### src/scl_map.svh
`ifndef SCL_MAP_SVH
`define SCL_MAP_SVH
// Register byte offsets
`define SCL_CTRL_OFS 5'h00
`define SCL_LEN_OFS  5'h04
`define SCL_STAT_OFS 5'h08
`define SCL_DATA_OFS 5'h0c
`define SCL_CNT_OFS  5'h10
// Control fields and reset values
`define SCL_CTRL_EN  0
`define SCL_CTRL_PU  1
`define SCL_CTRL_RST 32'h0000_0003
`define SCL_LEN_RST  32'h0000_2f00
// Status fields
`define SCL_STAT_DONE 4
`define SCL_STAT_FNE  5
`define SCL_STAT_MSER 6
// Bus responses
`define SCL_RESP_OK  2'h0
`define SCL_RESP_ERR 2'h2
// Timing
`define SCL_CLK_NS   25
`define SCL_CONFIG_CLOCK_NS  1000
`define SCL_HALF     (`SCL_CONFIG_CLOCK_NS / (2 * `SCL_CLK_NS))
`endif

### src/scl_pkg.sv
package scl_pkg;
    typedef enum logic [3:0] {
        SCL_IDLE = 4'h1,
        SCL_LOAD = 4'h2,
        SCL_FWD  = 4'h4,
        SCL_RUN  = 4'h8
    } scl_st_t;

    typedef struct packed {
        scl_st_t     st;
        logic [7:0]  div;
        logic        config_clock;
        logic [31:0] cnt;
        logic [31:0] shf;
        logic [4:0]  nb;
        logic        wv;
        logic        fwd;
        logic        dout;
        logic        drv;
        logic        hi;
        logic        lo;
        logic        run;
        logic [1:0]  din_s;
        logic [1:0]  done_s;
        logic [1:0]  pd_s;
        logic [2:0]  m_a;
        logic [2:0]  m_b;
        logic [31:0] ctrl;
        logic [31:0] len;
        logic        aw_v;
        logic [4:0]  aw_a;
        logic        w_v;
        logic [31:0] w_d;
        logic [3:0]  w_s;
        logic        b_v;
        logic [1:0]  b_r;
        logic        r_v;
        logic [31:0] r_d;
        logic [1:0]  r_r;
    } scl_state_t;
endpackage

### src/scl_loader.sv
`timescale 1ns/10ps
`include "scl_map.svh"

// ************************************************************
// Word FIFO
// ************************************************************
module scl_fifo #(
    parameter int W = 32,
    parameter int D = 4
) (
    input  wire logic         clk_i,
    input  wire logic         rst_i,
    // Fill side
    input  wire logic         in_valid_i,
    output logic              in_ready_o,
    input  wire logic [W-1:0] in_data_i,
    // Drain side
    output logic              out_valid_o,
    input  wire logic         out_ready_i,
    output logic [W-1:0]      out_data_o
);
    localparam int AW = $clog2(D);
    typedef struct packed {
        logic [D-1:0][W-1:0] mem;
        logic [AW-1:0]       wp;
        logic [AW-1:0]       rp;
        logic [AW:0]         cnt;
    } scl_fifo_t;
    scl_fifo_t q, n;
    logic      push;
    logic      pop;
    always_comb begin
        n = q;
        in_ready_o = (q.cnt != (AW+1)'(D));
        out_valid_o = (q.cnt != '0);
        out_data_o = q.mem[q.rp];
        push = in_valid_i && in_ready_o;
        pop = out_valid_o && out_ready_i;
        if (push) begin
            n.mem[q.wp] = in_data_i;
            n.wp = (q.wp == AW'(D - 1)) ? '0 : q.wp + 1'b1;
        end
        if (pop) begin
            n.rp = (q.rp == AW'(D - 1)) ? '0 : q.rp + 1'b1;
        end
        if (push && !pop) begin
            n.cnt = q.cnt + 1'b1;
        end else if (pop && !push) begin
            n.cnt = q.cnt - 1'b1;
        end
    end
    always_ff @(posedge clk_i) begin
        if (rst_i) begin
            q <= '0;
        end else begin
            q <= n;
        end
    end
endmodule
// ************************************************************
// Serial configuration loader
// ************************************************************
// How it works
// RQ1: Mode pins 000 select serial PROM loading
// RQ2: Device divides and drives PROM clock
// RQ3: PROM presents next bit per clock
// RQ4: Done line low during load, high ends
// RQ5: Indicators high and low during load
// RQ6: Master takes full own image first
// RQ7: Then forwards further bits to output
// RQ8: No function while done line low
// RQ9: Function begins when done line rises
// RQ10: Pull-up enable is software selectable
// RQ11: Other modes not loaded by master
// RQ12: Release done after own bit count
// RQ13: One bit per clock, arrival order
module scl_loader
    import scl_pkg::*;
(
    // Clock and reset
    input  wire logic        REF_CLK_I,
    input  wire logic        RST_I,
    // Configuration pins
    input  wire logic        MODE_SELECT_ZERO_I,
    input  wire logic        MODE_SELECT_ONE_I,
    input  wire logic        MODE_SELECT_TWO_I,
    input  wire logic        POWER_DOWN_INPUT_I,
    input  wire logic        CFG_DATA_I,
    output logic             CONFIG_CLOCK_O,
    output logic             CFG_DATA_O,
    input  wire logic        DONE_I,
    output logic             DONE_O,
    output logic             DONE_OE_O,
    output logic             PULLUP_EN_O,
    output logic             HIGH_DURING_LOAD_O,
    output logic             LOW_DURING_LOAD_O,
    output logic             RUN_O,
    // AXI4-Lite slave
    input  wire logic [4:0]  AWADDR_I,
    input  wire logic        AWVALID_I,
    output logic             AWREADY_O,
    input  wire logic [31:0] WDATA_I,
    input  wire logic [3:0]  WSTRB_I,
    input  wire logic        WVALID_I,
    output logic             WREADY_O,
    output logic [1:0]       BRESP_O,
    output logic             BVALID_O,
    input  wire logic        BREADY_I,
    input  wire logic [4:0]  ARADDR_I,
    input  wire logic        ARVALID_I,
    output logic             ARREADY_O,
    output logic [31:0]      RDATA_O,
    output logic [1:0]       RRESP_O,
    output logic             RVALID_O,
    input  wire logic        RREADY_I
);
    localparam logic [7:0] HALF_M1 = 8'(`SCL_HALF - 1);
    scl_state_t  q, n;
    logic        f_in_rdy;
    logic        f_out_v;
    logic [31:0] f_out_d;
    logic        f_pop;
    logic        clk_run;
    logic        rise;
    logic        fall;
    logic        din;
    logic        last;
    // Captured image words, drained through the data register
    scl_fifo #(
        .W (32),
        .D (4)
    ) u_fifo (
        .clk_i       (REF_CLK_I),
        .rst_i       (RST_I),
        .in_valid_i  (q.wv),
        .in_ready_o  (f_in_rdy),
        .in_data_i   (q.shf),
        .out_valid_o (f_out_v),
        .out_ready_i (f_pop),
        .out_data_o  (f_out_d)
    );
    always_comb begin
        n = q;
        f_pop = 1'b0;
        // ****************************************************
        // Pin synchronisers
        // ****************************************************
        n.din_s = {q.din_s[0], CFG_DATA_I};
        n.done_s = {q.done_s[0], DONE_I};
        n.pd_s = {q.pd_s[0], POWER_DOWN_INPUT_I};
        n.m_a = {MODE_SELECT_TWO_I, MODE_SELECT_ONE_I,
                 MODE_SELECT_ZERO_I};
        n.m_b = q.m_a;
        din = q.din_s[1];
        // ****************************************************
        // PROM clock divider
        // ****************************************************
        if (q.wv && f_in_rdy) begin
            n.wv = 1'b0;
        end
        // Full FIFO stalls the PROM clock, so no bit is dropped
        clk_run = (q.st == SCL_LOAD || q.st == SCL_FWD) && !q.wv
                  && !q.pd_s[1];
        rise = clk_run && !q.config_clock && q.div == HALF_M1;
        fall = clk_run && q.config_clock && q.div == HALF_M1;
        // RQ2: clock generation
        if (clk_run) begin
            if (q.div == HALF_M1) begin
                n.div = '0;
                n.config_clock = !q.config_clock;
            end else begin
                n.div = q.div + 8'h01;
            end
        end
        last = (q.cnt + 32'h1 == q.len);
        // ****************************************************
        // Load sequencer
        // ****************************************************
        case (q.st)
            SCL_IDLE: begin
                // RQ1: serial mode only
                // RQ11: other modes stay idle
                if (q.ctrl[`SCL_CTRL_EN] && q.m_b == 3'h0
                    && q.len != '0) begin
                    n.st = SCL_LOAD;
                    // RQ4: hold PROM enabled
                    n.drv = 1'b1;
                    n.cnt = '0;
                    n.nb = '0;
                    n.div = '0;
                    n.config_clock = 1'b0;
                end
            end
            SCL_LOAD: begin
                // RQ3: bit valid at rising edge
                // RQ13: shift in arrival order
                if (rise) begin
                    n.shf = {q.shf[30:0], din};
                    n.nb = q.nb + 5'h01;
                    n.cnt = q.cnt + 32'h1;
                    if (q.nb == 5'h1f || last) begin
                        n.wv = 1'b1;
                        n.nb = '0;
                    end
                    // RQ6: own image complete first
                    // RQ12: release the done line
                    if (last) begin
                        n.drv = 1'b0;
                        n.st = SCL_FWD;
                    end
                end
            end
            SCL_FWD: begin
                // RQ7: pass bits downstream
                if (rise) begin
                    n.fwd = din;
                end
                if (fall) begin
                    n.dout = q.fwd;
                end
                // RQ8: wait while chain holds low
                // RQ9: start when line rises
                if (q.done_s[1]) begin
                    n.st = SCL_RUN;
                    n.dout = q.config_clock ? q.fwd : q.dout;
                    n.config_clock = 1'b0;
                    n.div = '0;
                end
            end
            SCL_RUN: begin
                n.st = SCL_RUN;
            end
            default: begin
                n.st = SCL_IDLE;
                n.drv = 1'b0;
            end
        endcase
        if (!q.ctrl[`SCL_CTRL_EN] && q.st != SCL_RUN) begin
            n.st = SCL_IDLE;
            n.drv = 1'b0;
            n.config_clock = 1'b0;
        end
        // RQ5: load indicators
        n.hi = (n.st != SCL_RUN);
        n.lo = (n.st == SCL_RUN);
        n.run = (n.st == SCL_RUN);
        // ****************************************************
        // AXI4-Lite write channel
        // ****************************************************
        AWREADY_O = !q.aw_v && !q.b_v;
        WREADY_O = !q.w_v && !q.b_v;
        if (AWVALID_I && AWREADY_O) begin
            n.aw_v = 1'b1;
            n.aw_a = AWADDR_I;
        end
        if (WVALID_I && WREADY_O) begin
            n.w_v = 1'b1;
            n.w_d = WDATA_I;
            n.w_s = WSTRB_I;
        end
        if (q.aw_v && q.w_v) begin
            n.aw_v = 1'b0;
            n.w_v = 1'b0;
            n.b_v = 1'b1;
            n.b_r = `SCL_RESP_OK;
            for (int i = 0; i < 4; i++) begin
                if (q.w_s[i] && {q.aw_a[4:2], 2'h0} == `SCL_CTRL_OFS) begin
                    n.ctrl[i*8 +: 8] = q.w_d[i*8 +: 8];
                end
                if (q.w_s[i] && {q.aw_a[4:2], 2'h0} == `SCL_LEN_OFS) begin
                    n.len[i*8 +: 8] = q.w_d[i*8 +: 8];
                end
            end
            if ({q.aw_a[4:2], 2'h0} > `SCL_CNT_OFS) begin
                n.b_r = `SCL_RESP_ERR;
            end
        end
        if (q.b_v && BREADY_I) begin
            n.b_v = 1'b0;
        end
        // ****************************************************
        // AXI4-Lite read channel
        // ****************************************************
        ARREADY_O = !q.r_v;
        if (ARVALID_I && ARREADY_O) begin
            n.r_v = 1'b1;
            n.r_r = `SCL_RESP_OK;
            n.r_d = '0;
            case ({ARADDR_I[4:2], 2'h0})
                `SCL_CTRL_OFS: n.r_d = q.ctrl;
                `SCL_LEN_OFS:  n.r_d = q.len;
                `SCL_STAT_OFS: begin
                    n.r_d[3:0] = q.st;
                    n.r_d[`SCL_STAT_DONE] = q.done_s[1];
                    n.r_d[`SCL_STAT_FNE] = f_out_v;
                    n.r_d[`SCL_STAT_MSER] = (q.m_b == 3'h0);
                end
                `SCL_DATA_OFS: begin
                    // Empty FIFO reads zero and pops nothing
                    n.r_d = f_out_v ? f_out_d : '0;
                    f_pop = f_out_v;
                end
                `SCL_CNT_OFS:  n.r_d = q.cnt;
                default:       n.r_r = `SCL_RESP_ERR;
            endcase
        end
        if (q.r_v && RREADY_I) begin
            n.r_v = 1'b0;
        end
    end
    always_ff @(posedge REF_CLK_I) begin
        if (RST_I) begin
            q <= '0;
            q.st <= SCL_IDLE;
            q.hi <= 1'b1;
            q.ctrl <= `SCL_CTRL_RST;
            q.len <= `SCL_LEN_RST;
            // Synced mode pins start off serial mode: no false load
            q.m_a <= 3'h7;
            q.m_b <= 3'h7;
        end else begin
            q <= n;
        end
    end
    assign CONFIG_CLOCK_O = q.config_clock;
    assign CFG_DATA_O = q.dout;
    // RQ4: open drain, only ever pulls low
    assign DONE_O = 1'b0;
    assign DONE_OE_O = q.drv;
    // RQ10: one pull-up per chain
    assign PULLUP_EN_O = q.ctrl[`SCL_CTRL_PU];
    assign HIGH_DURING_LOAD_O = q.hi;
    assign LOW_DURING_LOAD_O = q.lo;
    assign RUN_O = q.run;
    assign BVALID_O = q.b_v;
    assign BRESP_O = q.b_r;
    assign RVALID_O = q.r_v;
    assign RDATA_O = q.r_d;
    assign RRESP_O = q.r_r;
endmodule

### config.mk
export PLATFORM = sky130hd
export DESIGN_NAME = scl_loader
export DESIGN_NICKNAME = d
export VERILOG_FILES = /design/src/scl_pkg.sv /design/src/scl_loader.sv
export VERILOG_INCLUDE_DIRS = /design/src
export SDC_FILE = /design/constraint.sdc
export NUM_CORES = 1
export LEC_CHECK = 0
export BUFFER_PORTS_ARGS = -buffer_cell sky130_fd_sc_hd__buf_2
export CAP_MARGIN = 15
export CORE_ASPECT_RATIO = 1.2
export CORE_MARGIN = 8
export CORE_UTILIZATION = 40
export CTS_CLUSTER_DIAMETER = 120
export DETAILED_ROUTE_END_ITERATION = 8
export SLEW_MARGIN = 20
export SYNTH_ARGS = -nofsm -noshare
export SYNTH_HDL_FRONTEND = slang
export SYNTH_SLANG_ARGS = --single-unit
### constraint.sdc
create_clock -name REF_CLK_I -period 4.5 [get_ports REF_CLK_I]
set_input_delay 0.45 -clock REF_CLK_I [delete_from_list [all_inputs] [get_ports REF_CLK_I]]
set_output_delay 0.45 -clock REF_CLK_I [all_outputs]
set_load 0.03 [all_outputs]
# [After elaboration in Yosys (flattened, before gate mapping)]
# Cells that the tools add are included.
# Widths: inputs -> output; s select.
[classes] n_addsub=7 magnitude_cmp=4 eq_ne=22 mux=40 bitwise=1 reduce_logical=69
[op_table] operator="$bwmux 128" n=1
[op_table] operator="$pmux 25 s4" n=1
[op_table] operator="$mux 32" n=3
[op_table] operator="$mux 70" n=1
[op_table] operator="$bmux 32 s2" n=1
[op_table] operator="$demux 32 s2" n=1
[op_table] operator="$pmux 32 s2" n=1
[op_table] operator="$mux 45" n=1
[op_table] operator="$pmux 7 s5" n=1
[op_table] operator="$add 32x1->32 const B" n=1
[op_table] operator="$eq 32x32->1" n=1
[op_table] operator="$reduce_bool 32->1" n=1
[op_table] operator="$logic_and 1x1->1" n=30
[op_table] operator="$reduce_and 2->1" n=10
[op_table] operator="$pmux 9 s2" n=1
[op_table] operator="$pmux 4 s4" n=1
[op_table] operator="$mux 13" n=1
[op_table] operator="$mux 4" n=3
[op_table] operator="$mux 1" n=11
[op_table] operator="$logic_not 1->1" n=10
[op_table] operator="$pmux 5 s2" n=1
[op_table] operator="$reduce_or 2->1" n=5
[op_table] operator="$logic_not 3->1" n=3
[op_table] operator="$mux 9" n=1
[op_table] operator="other kinds (35)" n=52
[word_totals] ff_bits=380 inputBits=59 output_inout_bits=49 word_cells=185

# [Logic depth before layout (Yosys ltp)]
[depth] depth_word=10 depth_mapped=13 depth_no_buf=10

# [Cells and area by module]
# From an unflattened synthesis, not the netlist that was laid out.
[hier_totals] hier_cells=2045 area_unflattened_um2=17828.3
[by_module_without_submodules] mod="scl_loader" n_inst=1 cells_per_inst=1511 area_per_inst_um2=11567.3 seq_area_each_um2=4824.6
[by_module_without_submodules] mod="scl_fifo" n_inst=1 cells_per_inst=534 area_per_inst_um2=6261.0 seq_area_each_um2=2702.6

# [Worst setup path before layout]
# Ideal clock, no wire load.
[synth_path] path_type="register to register" startpoint="register q[202] (netlist bit)" endpoint="register q, in the netlist DONE_OE_O" setup_ps=134 arrival_ps=2991 required_ps=4366 slack_ps=1375 stages_incl_launch_ff=11 n_path_buf=0 synth_period_minus_slack_ps=3125 path_cell_list="dfxtp_1 -> ha_1 -> nand3_1 -> or4_4 -> nor4_4 -> xnor2_1 -> nor2_1 -> or4_4 -> or4_1 -> nand2_1 -> o32ai_1"
[synth_between] elab_chain_cells=4
[synth_lines] element="from (decl)" line_no="scl_loader.sv:118" source="scl_state_t q, n;"
[synth_lines] element="from (signal assigned)" line_no="scl_loader.sv:322" source="q <= n;"
[synth_lines] element="$add 32x1->32" line_no="scl_loader.sv:175" source="last = (q.cnt + 32'h1 == q.len);"
[synth_lines] element="$eq 32x32->1" line_no="scl_loader.sv:175"
[synth_lines] element="$ne 2x2->1 (no line)"
[synth_lines] element="$reduce_and 4->1 (no line)"
# No other way between the ends.
# A chain may end at the register's enable or synchronous reset.

# [Worst setup path after layout]
[layout_path] startpoint="register q[201] (netlist bit)" endpoint="register q[167] (netlist bit)"
[layout_between] elab_chain_cells=6
[layout_lines] element="$add 32x1->32" line_no="scl_loader.sv:175"
[layout_lines] element="$eq 32x32->1" line_no="scl_loader.sv:175"
[layout_lines] element="$logic_or 1x1->1" line_no="scl_loader.sv:201" source="if (q.nb == 5'h1f || last) begin"
[layout_lines] element="$mux 6" line_no="scl_loader.sv:201"
[layout_lines] element="$mux 70" line_no="scl_loader.sv:197" source="if (rise) begin"
[layout_lines] element="$pmux 5 s2" line_no="scl_loader.sv:179" source="case (q.st)"
# No other way between the ends. The select of a mux whose other input is x is not followed.

==> summary.md <==
| Metric | Value |
|---|---|
| Top_reg_cell synth | dfxtp_1 |
| Global Route met1 Usage | 25.0% |
| Unique masters post-synth | 80 |
| GR Util All Layers | 20.6% |
| Initial DRC count | 1129 |
| Chip height | 244 um |
| CP Buf/Inv Count | 0 |
| Crit path DAT | 4.37 ns |
| Worst-Margin Slew | 1.04 ns |
| Clock skew | 0.0180 ns |
| CP cell instances | ha_1 > nand3_1 > or4_4 > o31ai_1 > o211ai_1 > a2111oi_1 > o2111ai_1 > o31ai_1 > o41ai_1 > o21ba_1 |
| IO Pins | 108 |
| M3 GR Usage | 3.66% |
| Drt pass-1 iters | 6 |
| Worst-Skew Late Latency | 0.56 ns |
| HPWL after DPL | 35200 um |
| TritonCTS clock tree | yes |
| Vias per cell | 5.59 |
| Unrepaired setup endpoints after global routing | false |
| Async SR Flop Fraction | 0% |
| Resize count post-CTS | 0 |
| Multi-input logic area | 0.00882 mm2 |
| Setup-failing EPs final | 0 |
| Inserted Clock Buffers | 41 |
| Met2 track demand over resource | 35.4% |
| Pre-CTS setup slack | 0.606 ns |
| H-Tree Depth | 2 |
| Starting Density | 40.5% |
| Final min period | 3.92 ns |
| Leak | 0.00656 uW |
| VDD IR-drop max | 0.265 mV |
| Most frequent cells in the layout | nand2_1 (539), dfxtp_1 (375), a21oi_1 (335) |
| Hold-fix buffers at CTS | 0 |
| Worst-path fanout max | 9 |
| Commonest non-fill, non-tap cell in the layout | nand2_1 |
| Reg clk slew, reported paths | 0.06 ns |
| Final hold vios | 0 |
| Synth Register Bits | 376 |
| Avg WL per Cell | 19.5 um |
| WHS Endpoint | n[146]$_SDFF_PP1_ |
| WS Path Type | reg -> reg |
| Synth Instances | 2193 |
| First-pass GRT wire length | 82800 um |
| Vias in the first global route | 14700 |
| Path depth of the worst reg2reg path | 10 |
| Critical Path Max Stage Delay | 0.67 ns |
| Hold Worst Slack | 0.0746 ns |
| Core area | 0.0429 mm2 |
| Post-synth EDFFs | 0 |
| DRC | 0 |
| Row count | 83 |
| Post-Syn Area per Cell | 7.93 um2 |
| Reg-to-reg slack, setup | 0.58 ns |
| DIE WIDTH | 206 um |
| Setup Fix Bufs, Post-CTS | 0 |
| # clock sinks | 376 |
| Post-Syn Area | 0.0174 mm2 |
| Worst relative slew slack | 29.9% |
| Share of cells above drive strength 1 | 12.0% |
| Total power | 7020 uW |
| Fillers | 4295 |
| Worst EP required | 4.95 ns |
| Final setup TNS | 0 ns |
| Pwr dens | 367 mW/mm2 |
| Core Util, Final | 44.6% |
| Fmax | 255 MHz |
| Register area share after synthesis | 43.3% |
| PortBufs | 100 |
| Worst reg2reg endpoint | q[167]$_SDFFE_PP0P_ |
| DR vias | 15200 |
| Synth Warn # | 0 |
| Largest net degree at the start of global routing | 154 |
| Clk buf depth | 3 |
| Area Overhead vs Synth | 9.93% |
| Worst Setup Start Kind | flop |
| Initial antenna violation count | 0 |
| Hold Path Class | in -> reg |
| Hold path cells | 2 |
| Final net count | 2212 |
| Grt ovf | 0 |
| Cell family with the largest share of critical-path delay | compound AO/OA/AOI/OAI gates |
| Slew Viols, Final | 0 |
| Register area | 0.00753 mm2 |
| GR peak layer | met2 |
| Max-cap violations | 0 |
| Worst reg2reg path startpoint | q[201]$_SDFFE_PP0P_ |
| # diodes | 0 |
| Slowest-stage cell, CP | or4_4 |
| Outcome | complete, no violations |
| Most frequent CP cell | o31ai_1 |
| Root Buffer | clkbuf_16 |
| Post-route antenna net violation count | 0 |
| Die ar. | 0.0504 mm2 |
| Wirelength, routed | 53100 um |
| Hold path startpoint | MODE_SELECT_ONE_I |
| Setup WS post-layout | 0.578 ns |
| Final period util | 87.2% |
| Crit end category | flop |
| Gpl congestion | 0.930 |
synthesized netlist by cell type, types with 5 or more instances:
library cell    n  area share (%)
a31oi_1         8            0.29
o21ai_0        64             1.8
a22oi_1        39             1.7
a211oi_1       10            0.43
nor2_1        154             3.3
inv_1          20            0.43
nand2b_1        5            0.18
xnor2_1        29             1.5
nor4_1         21            0.76
or2_2           9            0.32
or3_1          10            0.36
o211ai_1        5            0.22
buf_1          11            0.24
nor3_1         20            0.58
mux4_2         32             4.1
buf_2          14            0.40
buf_4          44             1.9
or4_1          12            0.52
ha_1           10            0.72
nor2b_1        16            0.58
a21o_1          6            0.26
nand3b_1       10            0.43
nand2_1       543              12
dfxtp_1       376              43
and3_1         11            0.40
nor3b_1         6            0.26
and2_1         11            0.40
mux2i_1        41             2.4
a21oi_1       336             9.7
nand3_1        71             2.0
xor2_1         19            0.96
nand4_1        15            0.54
clkbuf_1      144             3.1
layout make-up:
class	instances	share of cell area (%)
Clock buffer	61	6.18
Clock inverter	10	0.753
Inverter	20	0.393
Multi-Input combinational cell	1583	46.2
Sequential cell	376	39.4
Tap cell	552	3.61
Timing Repair Buffer	120	3.52
through the flow:
step                      cells  instance area (um2)
final                      2722                19100
after CTS                  2722                19100
after global routing       2722                19100
after floorplan            2195                17400
after global placement     2651                17800
after detailed placement   2651                17800
sequential cells by signal, indices dropped and copies added (netlist names):
register and cells:
BRESP_O 1, BVALID_O 1, CFG_DATA_O 1, CONFIG_CLOCK_O 1, DONE_OE_O 1, HIGH_DURING_LOAD_O 1
PULLUP_EN_O 1, RDATA_O 32, RRESP_O 1, RUN_O 1, RVALID_O 1, din 1
n 6, q 192, u_fifo.q 135
logic make-up after synthesis:
group,share of synthesized area (%)
other cells,0.0216
fa+ha+maj,0.835
xor+xnor,2.42
flops,43.3
mux,6.57
buf+inv,6.27
compound gates,16.2
simple gates,24.4
worst reg2reg max path, stage by stage, from the launching register on:
cell and delay, ns:
dfxtp_1 0.52, ha_1 0.31, nand3_1 0.30, or4_4 0.67
o31ai_1 0.29, o211ai_1 0.16, a2111oi_1 0.37, o2111ai_1 0.33
o31ai_1 0.50, o41ai_1 0.14, o21ba_1 0.20
routing by layer:
layer | up-vias | share of wire (%)
met3 | 113 | 5.6
li1 | 7355 | -
met2 | 436 | 49
met4 | 0 | 4.0
met5 | - | 0
met1 | 7304 | 42
where the power goes:
part	total (uW)	switching (uW)	leakage (uW)	internal (uW)
logic	254	183	0.00288	70.5
clock network	3360	1370	0.000637	1990
registers	3400	40.2	0.00304	3360
worst max-delay path by stage:
stage                              startpoint                     end  cells after the start
after floorplan           q[202]$_SDFFE_PP0P_  DONE_OE_O$_SDFFE_PP0P_                     10
after global placement    q[201]$_SDFFE_PP0P_     q[167]$_SDFFE_PP0P_                     10
after detailed placement  q[201]$_SDFFE_PP0P_     q[167]$_SDFFE_PP0P_                     10
after CTS                 q[201]$_SDFFE_PP0P_     q[167]$_SDFFE_PP0P_                     10
after global routing      q[201]$_SDFFE_PP0P_     q[167]$_SDFFE_PP0P_                     10
final                     q[201]$_SDFFE_PP0P_     q[167]$_SDFFE_PP0P_                     10
Power figures use the tool's default switching activity.
